## src/logic/drs_defines.vh

```
`ifndef DRS_DEFINES_VH
`define DRS_DEFINES_VH

`define DRS_IDX_RMS_WINDOW    16'h2114
`define DRS_IDX_RMS_CURRENT   16'h2115
`define DRS_IDX_UPTIME        16'h2141
`define DRS_IDX_REF_LEVEL     16'h2200
`define DRS_IDX_BUS_VOLT      16'h2201
`define DRS_IDX_TEMP          16'h2202
`define DRS_IDX_WIND_A        16'h2203
`define DRS_IDX_WIND_B        16'h2204
`define DRS_IDX_SINE          16'h2205
`define DRS_IDX_COSINE        16'h2206
`define DRS_IDX_CONV_OFFSET   16'h2207
`define DRS_IDX_OFFSET_A      16'h2210
`define DRS_IDX_OFFSET_B      16'h2211
`define DRS_IDX_STAT_CUR_X    16'h2212
`define DRS_IDX_STAT_CUR_Y    16'h2213
`define DRS_IDX_STAT_VOLT_X   16'h221a
`define DRS_IDX_STAT_VOLT_Y   16'h221b
`define DRS_IDX_ANGLE         16'h2260
`define DRS_IDX_HALL          16'h2261
`define DRS_IDX_ANGLE_WR      16'h2262

`define DRS_RST_WINDOW        16'h0000
`define DRS_RST_ANGLE         16'h0000
`define DRS_ANGLE_MAX         16'h0168
`define DRS_RMS_CLIP          16'h7fff
`define DRS_CAL_SHIFT         4
`define DRS_CAL_LAST          5'h0f
`define DRS_RMS_CNT_MAX       17'h10000
`define DRS_DIV_STEPS         6'h32
`define DRS_CLK_NS            10
`define DRS_MS_NS             1000000
`define DRS_MS_CYCLES         (`DRS_MS_NS / `DRS_CLK_NS)

`endif

```

## src/logic/drs_hall_map.v

```verilog
`timescale 1ns/100ps
`default_nettype none
module drs_hall_map
(
    input  wire       clock_i,
    input  wire       reset_n_i,
    input  wire [2:0] hall_i,
    input  wire [5:0] sel_i,
    input  wire [2:0] inv_i,
    output reg  [2:0] hall_o
);
    genvar g;

    // Each reported line picks its source line and may be inverted.
    generate
        for (g = 0; g < 3; g = g + 1)
        begin : line
            wire [1:0] src = sel_i[2*g+1:2*g];
            wire       pick = (src == 2'h2) ? hall_i[2] :
                              (src == 2'h1) ? hall_i[1] : hall_i[0];
            always @(posedge clock_i or negedge reset_n_i)
            begin
                if (!reset_n_i)
                    hall_o[g] <= 1'b0;
                else
                    hall_o[g] <= pick ^ inv_i[g];
            end
        end
    endgenerate
endmodule
`default_nettype wire

```

## src/logic/drs_sqrt.v

```verilog
`timescale 1ns/100ps
`default_nettype none
module drs_sqrt
(
    input  wire        clock_i,
    input  wire        reset_n_i,
    input  wire        start_i,
    input  wire [33:0] radicand_i,
    output reg  [16:0] root_o,
    output reg         done_o
);
    reg [33:0] op;
    reg [33:0] res;
    reg [33:0] one;
    reg        run;

    wire [33:0] trial = res + one;

    // Bit-pair square root, one result bit per cycle, 17 cycles in all.
    always @(posedge clock_i or negedge reset_n_i)
    begin
        if (!reset_n_i)
        begin
            op     <= 34'h0;
            res    <= 34'h0;
            one    <= 34'h0;
            run    <= 1'b0;
            root_o <= 17'h0;
            done_o <= 1'b0;
        end
        else
        begin
            done_o <= 1'b0;
            if (start_i)
            begin
                op  <= radicand_i;
                res <= 34'h0;
                one <= 34'h100000000;
                run <= 1'b1;
            end
            else if (run)
            begin
                if (op >= trial)
                begin
                    op  <= op - trial;
                    res <= (res >> 1) + one;
                end
                else
                    res <= res >> 1;
                one <= one >> 2;
                if (one == 34'h1)
                begin
                    run    <= 1'b0;
                    done_o <= 1'b1;
                    root_o <= (op >= trial) ? res[17:1] + one[16:0] : res[17:1];
                end
            end
        end
    end
endmodule
`default_nettype wire

```

## src/logic/drs_status_bank.v

```verilog
`timescale 1ns/100ps
`default_nettype none
`include "drs_defines.vh"
module drs_status_bank
#(
    parameter MS_CYCLES = `DRS_MS_CYCLES
)
(
    input  wire        clock_i,
    input  wire        reset_n_i,
    input  wire        obj_req_i,
    input  wire        obj_wr_i,
    input  wire [15:0] obj_index_i,
    input  wire [31:0] obj_wdata_i,
    input  wire        cl_tick_i,
    input  wire [15:0] ref_level_i,
    input  wire [15:0] bus_volt_i,
    input  wire [15:0] temp_i,
    input  wire [15:0] wind_a_raw_i,
    input  wire [15:0] wind_b_raw_i,
    input  wire [15:0] sine_i,
    input  wire [15:0] cosine_i,
    input  wire [15:0] conv_offset_i,
    input  wire [15:0] stat_cur_x_i,
    input  wire [15:0] stat_cur_y_i,
    input  wire [15:0] stat_volt_x_i,
    input  wire [15:0] stat_volt_y_i,
    input  wire [15:0] comm_angle_i,
    input  wire        microstep_i,
    input  wire [2:0]  hall_pins_i,
    input  wire [5:0]  hall_sel_i,
    input  wire [2:0]  hall_inv_i,
    output reg         obj_ack_o,
    output reg         obj_err_o,
    output reg  [31:0] obj_rdata_o,
    output reg  [15:0] wind_a_o,
    output reg  [15:0] wind_b_o,
    output reg  [15:0] step_angle_o
);
    localparam ST_IDLE = 3'b001;
    localparam ST_DIV  = 3'b010;
    localparam ST_SQRT = 3'b100;

    reg  [2:0]  hall_meta;
    reg  [2:0]  hall_sync;
    wire [2:0]  hall_state;
    reg  [31:0] ms_div;
    reg         ms_tick;
    reg  [31:0] uptime;
    reg  [4:0]  cal_cnt;
    reg  [19:0] cal_sum_a;
    reg  [19:0] cal_sum_b;
    reg         cal_done;
    reg  [15:0] off_a;
    reg  [15:0] off_b;
    reg  [15:0] win_len;
    reg  [15:0] win_ms;
    reg  [15:0] angle_wr;
    reg  [49:0] acc;
    reg  [16:0] acc_cnt;
    reg  [16:0] snap_cnt;
    reg  [49:0] dvd;
    reg  [17:0] rem;
    reg  [5:0]  div_cnt;
    reg  [2:0]  state;
    reg         sq_start;
    reg  [15:0] rms_value;
    reg         rms_pend;
    reg         rd_armed;
    wire [16:0] root;
    wire        root_done;

    wire        win_mode = ~win_len[15] & (win_len != 16'h0000);
    wire        st_idle  = state[0];
    wire        take     = obj_req_i & ~rms_pend;
    wire        close_win = win_mode & ms_tick & (win_ms == win_len - 16'h0001);
    wire        close_rd = rd_armed & st_idle;
    wire        close    = close_win | close_rd;
    wire        wr_ok    = take & obj_wr_i;
    wire [19:0] next_cal_a = cal_sum_a + {{4{wind_a_raw_i[15]}}, wind_a_raw_i};
    wire [19:0] next_cal_b = cal_sum_b + {{4{wind_b_raw_i[15]}}, wind_b_raw_i};
    wire [31:0] sq_a = $signed(wind_a_o) * $signed(wind_a_o);
    wire [31:0] sq_b = $signed(wind_b_o) * $signed(wind_b_o);
    wire [32:0] sq_sum = {1'b0, sq_a} + {1'b0, sq_b};
    wire [17:0] next_rem = {rem[16:0], dvd[49]};

    // Hall pins come from outside and pass two flip-flops first.
    always @(posedge clock_i or negedge reset_n_i)
    begin
        if (!reset_n_i)
        begin
            hall_meta <= 3'h0;
            hall_sync <= 3'h0;
        end
        else
        begin
            hall_meta <= hall_pins_i;
            hall_sync <= hall_meta;
        end
    end

    drs_hall_map u_hall
    (
        .clock_i   (clock_i),
        .reset_n_i (reset_n_i),
        .hall_i    (hall_sync),
        .sel_i     (hall_sel_i),
        .inv_i     (hall_inv_i),
        .hall_o    (hall_state)
    );

    // Millisecond enable and the uptime count; the count wraps after 2^32 ms.
    always @(posedge clock_i or negedge reset_n_i)
    begin
        if (!reset_n_i)
        begin
            ms_div  <= 32'h0;
            ms_tick <= 1'b0;
            uptime  <= 32'h0;
        end
        else
        begin
            ms_tick <= 1'b0;
            if (ms_div == MS_CYCLES - 1)
            begin
                ms_div  <= 32'h0;
                ms_tick <= 1'b1;
                uptime  <= uptime + 32'h1;
            end
            else
                ms_div <= ms_div + 32'h1;
        end
    end

    // Startup calibration averages sixteen loop samples per winding.
    // A master write to an offset ends calibration so the write is not lost.
    always @(posedge clock_i or negedge reset_n_i)
    begin
        if (!reset_n_i)
        begin
            cal_cnt   <= 5'h0;
            cal_sum_a <= 20'h0;
            cal_sum_b <= 20'h0;
            cal_done  <= 1'b0;
            off_a     <= 16'h0;
            off_b     <= 16'h0;
        end
        else if (wr_ok && obj_index_i == `DRS_IDX_OFFSET_A)
        begin
            off_a    <= obj_wdata_i[15:0];
            cal_done <= 1'b1;
        end
        else if (wr_ok && obj_index_i == `DRS_IDX_OFFSET_B)
        begin
            off_b    <= obj_wdata_i[15:0];
            cal_done <= 1'b1;
        end
        else if (cl_tick_i && !cal_done)
        begin
            cal_sum_a <= next_cal_a;
            cal_sum_b <= next_cal_b;
            cal_cnt   <= cal_cnt + 5'h1;
            if (cal_cnt == `DRS_CAL_LAST)
            begin
                cal_done <= 1'b1;
                off_a    <= next_cal_a[`DRS_CAL_SHIFT+15:`DRS_CAL_SHIFT];
                off_b    <= next_cal_b[`DRS_CAL_SHIFT+15:`DRS_CAL_SHIFT];
            end
        end
    end

    // Offset-corrected winding currents feed the RMS path and the outputs.
    always @(posedge clock_i or negedge reset_n_i)
    begin
        if (!reset_n_i)
        begin
            wind_a_o <= 16'h0;
            wind_b_o <= 16'h0;
        end
        else
        begin
            wind_a_o <= wind_a_raw_i - off_a;
            wind_b_o <= wind_b_raw_i - off_b;
        end
    end

    // Window length and the writable angle copy.
    always @(posedge clock_i or negedge reset_n_i)
    begin
        if (!reset_n_i)
        begin
            win_len  <= `DRS_RST_WINDOW;
            angle_wr <= `DRS_RST_ANGLE;
        end
        else if (wr_ok)
        begin
            if (obj_index_i == `DRS_IDX_RMS_WINDOW)
                win_len <= obj_wdata_i[15:0];
            if ((obj_index_i == `DRS_IDX_ANGLE_WR || obj_index_i == `DRS_IDX_ANGLE) &&
                obj_wdata_i[15:0] <= `DRS_ANGLE_MAX)
                angle_wr <= obj_wdata_i[15:0];
        end
    end

    // The written angle reaches the motor only in micro-stepping mode.
    always @(posedge clock_i or negedge reset_n_i)
    begin
        if (!reset_n_i)
            step_angle_o <= `DRS_RST_ANGLE;
        else
            step_angle_o <= microstep_i ? angle_wr : comm_angle_i;
    end

    // Square-sum accumulation per current-loop period. The count saturates
    // at 65536 periods, so a longer interval reports the first 65536 only.
    always @(posedge clock_i or negedge reset_n_i)
    begin
        if (!reset_n_i)
        begin
            acc      <= 50'h0;
            acc_cnt  <= 17'h0;
            win_ms   <= 16'h0;
            snap_cnt <= 17'h0;
        end
        else
        begin
            if (close && st_idle)
            begin
                snap_cnt <= acc_cnt;
                acc      <= cl_tick_i ? {17'h0, sq_sum} : 50'h0;
                acc_cnt  <= cl_tick_i ? 17'h1 : 17'h0;
            end
            else if (cl_tick_i && acc_cnt != `DRS_RMS_CNT_MAX)
            begin
                acc     <= acc + {17'h0, sq_sum};
                acc_cnt <= acc_cnt + 17'h1;
            end
            if (close_win || (wr_ok && obj_index_i == `DRS_IDX_RMS_WINDOW))
                win_ms <= 16'h0;
            else if (ms_tick && win_mode)
                win_ms <= win_ms + 16'h1;
        end
    end

    // Divide the interval sum by its sample count, then take the root.
    // An empty interval reports zero without running the divider.
    always @(posedge clock_i or negedge reset_n_i)
    begin
        if (!reset_n_i)
        begin
            state     <= ST_IDLE;
            dvd       <= 50'h0;
            rem       <= 18'h0;
            div_cnt   <= 6'h0;
            sq_start  <= 1'b0;
            rms_value <= 16'h0;
        end
        else
        begin
            sq_start <= 1'b0;
            case (state)
                ST_IDLE:
                begin
                    if (close)
                    begin
                        if (acc_cnt == 17'h0)
                            rms_value <= 16'h0;
                        else
                        begin
                            dvd     <= acc;
                            rem     <= 18'h0;
                            div_cnt <= 6'h0;
                            state   <= ST_DIV;
                        end
                    end
                end
                ST_DIV:
                begin
                    if (next_rem >= {1'b0, snap_cnt})
                    begin
                        rem <= next_rem - {1'b0, snap_cnt};
                        dvd <= {dvd[48:0], 1'b1};
                    end
                    else
                    begin
                        rem <= next_rem;
                        dvd <= {dvd[48:0], 1'b0};
                    end
                    div_cnt <= div_cnt + 6'h1;
                    if (div_cnt == `DRS_DIV_STEPS - 6'h1)
                    begin
                        sq_start <= 1'b1;
                        state    <= ST_SQRT;
                    end
                end
                ST_SQRT:
                begin
                    if (root_done)
                    begin
                        rms_value <= root[16:15] != 2'h0 ? `DRS_RMS_CLIP : root[15:0];
                        state     <= ST_IDLE;
                    end
                end
                default:
                    state <= ST_IDLE;
            endcase
        end
    end

    drs_sqrt u_sqrt
    (
        .clock_i    (clock_i),
        .reset_n_i  (reset_n_i),
        .start_i    (sq_start),
        .radicand_i (dvd[33:0]),
        .root_o     (root),
        .done_o     (root_done)
    );

    // Object access: one request per ack. A zero-window RMS read closes the
    // interval and answers only once the new result exists; requests that
    // arrive meanwhile are ignored.
    always @(posedge clock_i or negedge reset_n_i)
    begin
        if (!reset_n_i)
        begin
            obj_ack_o   <= 1'b0;
            obj_err_o   <= 1'b0;
            obj_rdata_o <= 32'h0;
            rms_pend    <= 1'b0;
            rd_armed    <= 1'b0;
        end
        else
        begin
            obj_ack_o <= 1'b0;
            obj_err_o <= 1'b0;
            if (close_rd)
                rd_armed <= 1'b0;
            if (rms_pend && !rd_armed && st_idle && !close_rd)
            begin
                rms_pend    <= 1'b0;
                obj_ack_o   <= 1'b1;
                obj_rdata_o <= {16'h0, rms_value};
            end
            else if (take)
            begin
                obj_ack_o   <= 1'b1;
                obj_rdata_o <= 32'h0;
                if (obj_wr_i)
                begin
                    case (obj_index_i)
                        `DRS_IDX_RMS_WINDOW, `DRS_IDX_OFFSET_A, `DRS_IDX_OFFSET_B:
                            obj_err_o <= 1'b0;
                        `DRS_IDX_ANGLE, `DRS_IDX_ANGLE_WR:
                            obj_err_o <= obj_wdata_i[15:0] > `DRS_ANGLE_MAX;
                        default:
                            obj_err_o <= 1'b1;
                    endcase
                end
                else
                begin
                    case (obj_index_i)
                        `DRS_IDX_RMS_WINDOW:  obj_rdata_o <= {16'h0, win_len};
                        `DRS_IDX_RMS_CURRENT:
                        begin
                            if (win_mode)
                                obj_rdata_o <= {16'h0, rms_value};
                            else
                            begin
                                // Read data must hold until the delayed answer.
                                obj_rdata_o <= obj_rdata_o;
                                obj_ack_o <= 1'b0;
                                rms_pend  <= 1'b1;
                                rd_armed  <= 1'b1;
                            end
                        end
                        `DRS_IDX_UPTIME:      obj_rdata_o <= uptime;
                        `DRS_IDX_REF_LEVEL:   obj_rdata_o <= {16'h0, ref_level_i};
                        `DRS_IDX_BUS_VOLT:    obj_rdata_o <= {16'h0, bus_volt_i};
                        `DRS_IDX_TEMP:        obj_rdata_o <= {16'h0, temp_i};
                        `DRS_IDX_WIND_A:      obj_rdata_o <= {16'h0, wind_a_o};
                        `DRS_IDX_WIND_B:      obj_rdata_o <= {16'h0, wind_b_o};
                        `DRS_IDX_SINE:        obj_rdata_o <= {16'h0, sine_i};
                        `DRS_IDX_COSINE:      obj_rdata_o <= {16'h0, cosine_i};
                        `DRS_IDX_CONV_OFFSET: obj_rdata_o <= {16'h0, conv_offset_i};
                        `DRS_IDX_OFFSET_A:    obj_rdata_o <= {16'h0, off_a};
                        `DRS_IDX_OFFSET_B:    obj_rdata_o <= {16'h0, off_b};
                        `DRS_IDX_STAT_CUR_X:  obj_rdata_o <= {16'h0, stat_cur_x_i};
                        `DRS_IDX_STAT_CUR_Y:  obj_rdata_o <= {16'h0, stat_cur_y_i};
                        `DRS_IDX_STAT_VOLT_X: obj_rdata_o <= {16'h0, stat_volt_x_i};
                        `DRS_IDX_STAT_VOLT_Y: obj_rdata_o <= {16'h0, stat_volt_y_i};
                        `DRS_IDX_ANGLE:       obj_rdata_o <= {16'h0, comm_angle_i};
                        `DRS_IDX_HALL:        obj_rdata_o <= {29'h0, hall_state};
                        `DRS_IDX_ANGLE_WR:    obj_rdata_o <= {16'h0, angle_wr};
                        default:              obj_err_o <= 1'b1;
                    endcase
                end
            end
        end
    end
endmodule
`default_nettype wire

```

## config.mk

```make
export PLATFORM = sky130hd
export DESIGN_NAME = drs_status_bank
export DESIGN_NICKNAME = d
export VERILOG_FILES = /design/src/logic/drs_hall_map.v /design/src/logic/drs_sqrt.v /design/src/logic/drs_status_bank.v
export VERILOG_INCLUDE_DIRS = /design/src /design/src/logic
export SDC_FILE = /design/constraint.sdc
export NUM_CORES = 2
export LEC_CHECK = 0
export BUFFER_PORTS_ARGS = -buffer_cell sky130_fd_sc_hd__buf_4
export CORE_MARGIN = 2
export CORE_UTILIZATION = 45
export DETAILED_ROUTE_END_ITERATION = 8
export SLEW_MARGIN = 10
export SYNTH_ARGS = -nofsm -noshare
export SYNTH_HDL_FRONTEND = slang
export SYNTH_HIERARCHICAL = 1
export SYNTH_SLANG_ARGS = --single-unit
```

## constraint.sdc

```tcl
create_clock -name clock_i -period 22 [get_ports clock_i]
set_input_delay 1.1 -clock clock_i [delete_from_list [all_inputs] [get_ports clock_i]]
set_output_delay 1.1 -clock clock_i [all_outputs]
set_load 0.01 [all_outputs]
```

# Word-level counts from Yosys, hierarchy flattened
# Cells that the tools add are included.
[totals] input_bits=274 out_inout_bits=82 register_bits=582 wordCells=264
[op_classes] muxes=92 n_lt_le_gt_ge=4 mul=2 n_eq_ne=44 reduce_logical=49 addsub=18 bitwise_logic=15
[ops] op="one-hot mux 32 bit (20 select lines)" count=1
[ops] op="== test 16 x 14 -> 1 bit, second input constant" count=20
[ops] op="2-to-1 mux 34 bit" count=8
[ops] op="2-to-1 mux 16 bit" count=14
[ops] op="2-to-1 mux 50 bit" count=4
[ops] op="2-to-1 mux 32 bit" count=5
[ops] op="2-to-1 mux 17 bit" count=6
[ops] op="one-hot mux 50 bit (2 select lines)" count=1
[ops] op="adder 32 x 1 -> 32 bit, second input constant" count=2
[ops] op="multiplier 16 x 16 -> 32 bit" count=2
[ops] op="adder 50 x 33 -> 50 bit" count=1
[ops] op="2-to-1 mux 1 bit" count=41
[ops] op="adder 20 bit" count=2
[ops] op="adder 33 x 34 -> 34 bit" count=1
[ops] op="adder 34 bit" count=1
[ops] op="== test 34 x 1 -> 1 bit, second input constant" count=1
[ops] op=">= comparator 34 bit" count=1
[ops] op="one-hot mux 17 bit (2 select lines)" count=1
[ops] op="subtractor 34 bit" count=1
[ops] op="adder 32 x 32 -> 33 bit" count=1
[ops] op="2-to-1 mux 33 bit" count=1
[ops] op="== test 32 x 17 -> 1 bit, second input constant" count=1
[ops] op="one-hot mux 16 bit (2 select lines)" count=1
[ops] op="subtractor 16 bit" count=2
[ops] op="44 further kinds" count=105

# Depth between registers and ports, before layout
[depth] word_depth=7 mapped_depth=46 mapped_depth_nobuf=42

# By module
# The synthesis kept the hierarchy.
[by_module_without_submodules] module="drs_status_bank" n_inst=1 area_each_um2=46052.9 cells_each=5080 seq_area_each_um2=11462.2
[by_module_without_submodules] module="drs_sqrt" n_inst=1 area_each_um2=8469.4 cells_each=1007 seq_area_each_um2=2602.5
[by_module_without_submodules] module="drs_hall_map" n_inst=1 area_each_um2=202.7 cells_each=18 seq_area_each_um2=75.1

# Least setup slack after synthesis
# OpenSTA, ideal clock, no wires.
[synth_path] path_type="register -> register" from="reg wind_a_o[1]" to="reg acc[47]" required_time_ns=21.868 stages_incl_launch_ff=42 slack_ns=12.412 path_buffers=3 period_less_slack_ns=9.588 t_arrival_ns=9.456 setup_time_ns=0.132 cell_sequence="dfrtp_1 clkbuf_1 clkbuf_1 nand2_1 fa_1 fa_1 fa_1 inv_1 fa_1 fa_1 inv_1 fa_1 inv_1 ha_1 nand4_1 nor2_1 o31a_1 o41ai_1 [... 6 more ...] nor2b_1 o21ai_0 nor2b_1 o221ai_1 o21ba_2 a21oi_1 xnor2_1 ha_1 a21oi_1 nor2b_1 o21a_1 a311oi_1 nand2_1 a311o_1 clkbuf_1 nand4_1 xor2_1 nor2_1"
[synth_via] elab_chain_len=5
[synth_lines] item="start: declaration" line="drs_status_bank.v:36" source="output reg [15:0] wind_a_o,"
[synth_lines] item="start signal: assignment" line="drs_status_bank.v:182" source="wind_a_o <= wind_a_raw_i - off_a;"
[synth_lines] item="multiplier 16 x 16 -> 32 bit" line="drs_status_bank.v:82" source="wire [31:0] sq_a = $signed(wind_a_o) * $signed(wind_a_o);"
[synth_lines] item="adder 32 x 32 -> 33 bit" line="drs_status_bank.v:84" source="wire [32:0] sq_sum = {1'b0, sq_a} + {1'b0, sq_b};"
[synth_lines] item="adder 50 x 33 -> 50 bit" line="drs_status_bank.v:235" source="acc <= acc + {17'h0, sq_sum};"
[synth_lines] item="2-to-1 mux 50 bit" line="drs_status_bank.v:233" source="else if (cl_tick_i && acc_cnt != `DRS_RMS_CNT_MAX)"
[synth_lines] item="2-to-1 mux 50 bit" line="drs_status_bank.v:227" source="if (close && st_idle)"
[synth_lines] item="end signal: assignment" line="drs_status_bank.v:230" source="acc <= cl_tick_i ? {17'h0, sq_sum} : 50'h0;"
[synth_lines] item="end signal: assignment" line="drs_status_bank.v:235"
[synth_lines] item="end: declaration" line="drs_status_bank.v:59" source="reg [49:0] acc;"
# No other way between the ends. The select of a mux whose other input is x is not followed.
# A chain may end at the register's enable or synchronous reset.

# Final worst setup path
[layout_path] from="reg wind_a_o[7]" to="reg acc[44]"
# Same word-level chain as after synthesis.

==> reports/results.ini <==
[synth]
synthesis.nets = 7276
synth_xor_area_frac = 0.0688
synth_cells = 6105
syn-cell-area_mm2 = 0.0547
post_synthesis_average_cell_area_um2 = 8.96
netlist.area_leader.share = 0.258
yosys.area_share.simple = 0.152
flip_flop_and_latch_count_after_synthesis = 565
synth_fa_ha_area_frac = 0.271
synth.area.mux_share = 0.0291
seq_area_frac_synth = 0.258
netlist-cell-type-count = 99
synth_async_sr_flop_share = 1.00
post_synth_main_area_contributors = sky130_fd_sc_hd__dfrtp_1 (26%), sky130_fd_sc_hd__fa_1 (17%), sky130_fd_sc_hd__ha_1 (9.6%)
synth-main-ff-cell = sky130_fd_sc_hd__dfrtp_1
synth-compound-area-share = 0.152
synth_edf_count = 0
yosys_warnings = 6
main_combinational_cell_family_by_area_after_synthesis = adder cells
synth.largest_area_cell = sky130_fd_sc_hd__dfrtp_1

[sta]
count_of_endpoints_failing_hold_in_the_final_timing_report = 0
finalSetupViolations = 0
achievable-frequency_mhz = 87.7
finalWorstPathRequiredPeriod_ns = 11.40
grt_setup_unrepaired = no
final_clock_period_utilization_by_the_worst_path = 0.518
worst_pin_slew_ns = 1.17
fin_tns_setup_ns = 0
final_critical_path_setup_slack_ns = 10.60
clock_skew_ns = 0.0821
max_slew_margin_vs_limit = 0.222
timing.final.max_slew_violations = 0

[grt]
initial_antenna_violation_count = 4
grt_first_pass_wirelength_um = 271000
pin_count_of_the_biggest_net_entering_global_routing = 102
grt_pass1_vias = 45500
grtUsageTotal = 0.281
global_route_congestion_overflow_total = 0

[clocking]
cts_inserted_buffers = 70
insertion_delay_ns = 0.69
cts_repair_resize_count = 0
cts.root.buffer_cell = sky130_fd_sc_hd__clkbuf_16
number_of_hold_buffers_added_after_cts = 0
clk_pin_slew_worst_paths_ns = 0.06
htree_levels = 3
cts.sink_count = 565
tritoncts = built
cts-root-to-sink-buffers = 3
post-cts-setup-buffer-count = 0

[place]
preCtsSetupSlack_ns = 10.82
dp.final_hpwl_um = 139000
port_buffers = 339
place.gp.congestion = 1.01
placedCellCount = 7935
placement.cell_area_mm2 = 0.0592

[die]
die_width_um = 353
start_util = 0.455
number_of_standard_cell_rows_in_the_floorplan = 127
floorplan.die_area_mm2 = 0.124
boundaryPins = 356
die_height_um = 353
placeableCoreArea_mm2 = 0.120

[critical_path]
critical_path.most_common_cell = sky130_fd_sc_hd__fa_1
critPathRequiredTime_ns = 22.50
crit_path_max_fanout = 14
critical_path.startpoint = wind_a_o[7]
worst_path_largest_cell_delay_ns = 0.80
end_kind = flop
worst-setup-path-type = reg2reg
data_arrival_time_of_the_worst_path_ns = 11.90
critical_path.reg2reg.startpoint = wind_a_o[7]
worst_setup_path_start_kind = flop
critical_path.slowest_cell = sky130_fd_sc_hd__dfrtp_1

[routing]
avgRoutedWirePerCell_um = 21.7
drc_errors = 0
route.antenna.remaining_nets = 0
via_count = 45200
detail_route.iter0.violations = 3191
dr.pass1.iters = 9
viasPerCell = 5.60
routed_wirelength_um = 175000

[worst_hold_path]
hp-class = reg2reg
hold_path.startpoint = hall_meta[0]

[cells_and_area]
design.final.nets = 7566
drive_above_1_share = 0.104
final_cells = 8064
nFillCells = 11500
area_growth_syn_to_layout_pct = 12.9
stdcell_area_mm2 = 0.0618

[run_status]
outcome = completed

[job]
maxCapViolations = 0

-- worst max-delay path, delay by kind of cell (launching register included) --
kind | cells | cell delay (ns)
compound gates | 10 | 3.47
flops | 1 | 0.80
mux | 1 | 0.28
simple gates | 11 | 1.81
fa+ha+maj | 9 | 3.95
buf+inv | 5 | 0.32
xor+xnor | 1 | 0.60
-- final cells by class --
| class | instances | area (um^2) | share of cell area |
|---|---|---|---|
| well taps | 1612 | 2020 | 0.0326 |
| diodes | 2 | 5.00 | 0.0000810 |
| inverters | 785 | 2950 | 0.0477 |
| flip-flops and latches | 565 | 14100 | 0.229 |
| clock inverters | 29 | 539 | 0.00873 |
| clock buffers | 98 | 2020 | 0.0326 |
| repair buffers | 428 | 3220 | 0.0521 |
| multi-input cells | 4545 | 36900 | 0.597 |
-- registers in the layout, summed over array words and instances, names as in the netlist, 17 cells and up --
name,flops
dvd,50
rem,17
u_sqrt/root_o,17
uptime,32
cal_sum_b,20
u_sqrt/op,34
u_sqrt/one,17
cal_sum_a,20
acc_cnt,17
acc,50
snap_cnt,17
ms_div,32
u_sqrt/res,34
obj_rdata_o,32
-- Yosys cell counts, drive strengths merged, types with 14 or more instances --
| cell type | number |
|---|---|
| nand3 | 143 |
| a22o | 49 |
| dfrtp | 564 |
| nor2 | 452 |
| o31ai | 16 |
| a22oi | 80 |
| fa | 478 |
| nand2b | 44 |
| o21a | 33 |
| nor4 | 28 |
| nand2 | 651 |
| and4 | 14 |
| buf | 33 |
| a222oi | 19 |
| a221oi | 25 |
| a21boi | 14 |
| a31o | 19 |
| o21ai | 366 |
| nor2b | 58 |
| nor3 | 72 |
| o21bai | 29 |
| a31oi | 48 |
| xor2 | 178 |
| clkbuf | 177 |
| xnor2 | 252 |
| a21oi | 288 |
| and2 | 102 |
| mux2 | 48 |
| a211oi | 68 |
| inv | 783 |
| or3 | 22 |
| ha | 419 |
| or2 | 20 |
| or4 | 14 |
| and3 | 57 |
| a21o | 91 |
| nand4 | 72 |
| mux2i | 105 |
-- metal layers --
metal | wire, um | vias to the layer above | track usage | share of wire
li1 | - | 21200 | - | -
met1 | 73500 | 22300 | 0.363 | 0.42
met2 | 81500 | 1295 | 0.461 | 0.47
met3 | 9890 | 320 | 0.0459 | 0.057
met4 | 9850 | 4 | 0.136 | 0.056
met5 | 31 | - | 0 | 0.00018
-- final timing paths --
check / endpoint / slack, ns / depth (start not counted)
min in group asynchronous: acc[33] / 0.47 / 1
max in group asynchronous: cal_sum_b[1] / 19.31 / 3
hold / removal: hall_sync[0] / 0.35 / 0
setup / recovery: acc[44] / 10.60 / 37
hold reg to reg: hall_sync[0] / 0.35 / 0
setup reg to reg: acc[44] / 10.60 / 37
-- cell usage in the layout (no fill, tap or decap), types with 46 or more instances in the layout --
cell type and instances:
sky130_fd_sc_hd__nor2_1 447, sky130_fd_sc_hd__nor2b_1 57, sky130_fd_sc_hd__a21oi_1 287, sky130_fd_sc_hd__a21o_1 91, sky130_fd_sc_hd__and2_1 100, sky130_fd_sc_hd__a22oi_1 80, sky130_fd_sc_hd__clkbuf_16 70, sky130_fd_sc_hd__nand2_1 648
sky130_fd_sc_hd__nand4_1 72, sky130_fd_sc_hd__a22o_1 49, sky130_fd_sc_hd__buf_4 427, sky130_fd_sc_hd__fa_1 478, sky130_fd_sc_hd__ha_1 419, sky130_fd_sc_hd__nor3_1 65, sky130_fd_sc_hd__o21ai_0 348, sky130_fd_sc_hd__dfrtp_1 562
sky130_fd_sc_hd__mux2_2 48, sky130_fd_sc_hd__xor2_1 178, sky130_fd_sc_hd__inv_1 782, sky130_fd_sc_hd__a211oi_1 67, sky130_fd_sc_hd__mux2i_1 105, sky130_fd_sc_hd__xnor2_1 252, sky130_fd_sc_hd__and3_1 56, sky130_fd_sc_hd__a31oi_1 46
sky130_fd_sc_hd__nand3_1 143
-- cell families (layout without fill, tap and decap cells) --
kind of cell / Yosys count / after routing
simple gates: 1788 / 1788
other cells: 0 / 2
mux: 153 / 153
buf+inv: 995 / 1340
compound gates: 1277 / 1277
flops: 565 / 565
fa+ha+maj: 897 / 897
xor+xnor: 430 / 430
-- through the flow --
step / util / hold slack, ns
after global placement: 0.492 / 0.335
final: 0.514 / 0.349
after floorplan: - / 0.331
after global routing: 0.514 / 0.357
after CTS: 0.514 / 0.352
after detailed placement: 0.492 / 0.339
Power is left out: the tool's default activity adds up to more than one toggle a clock period on the data nets, which glitch-free logic cannot reach.
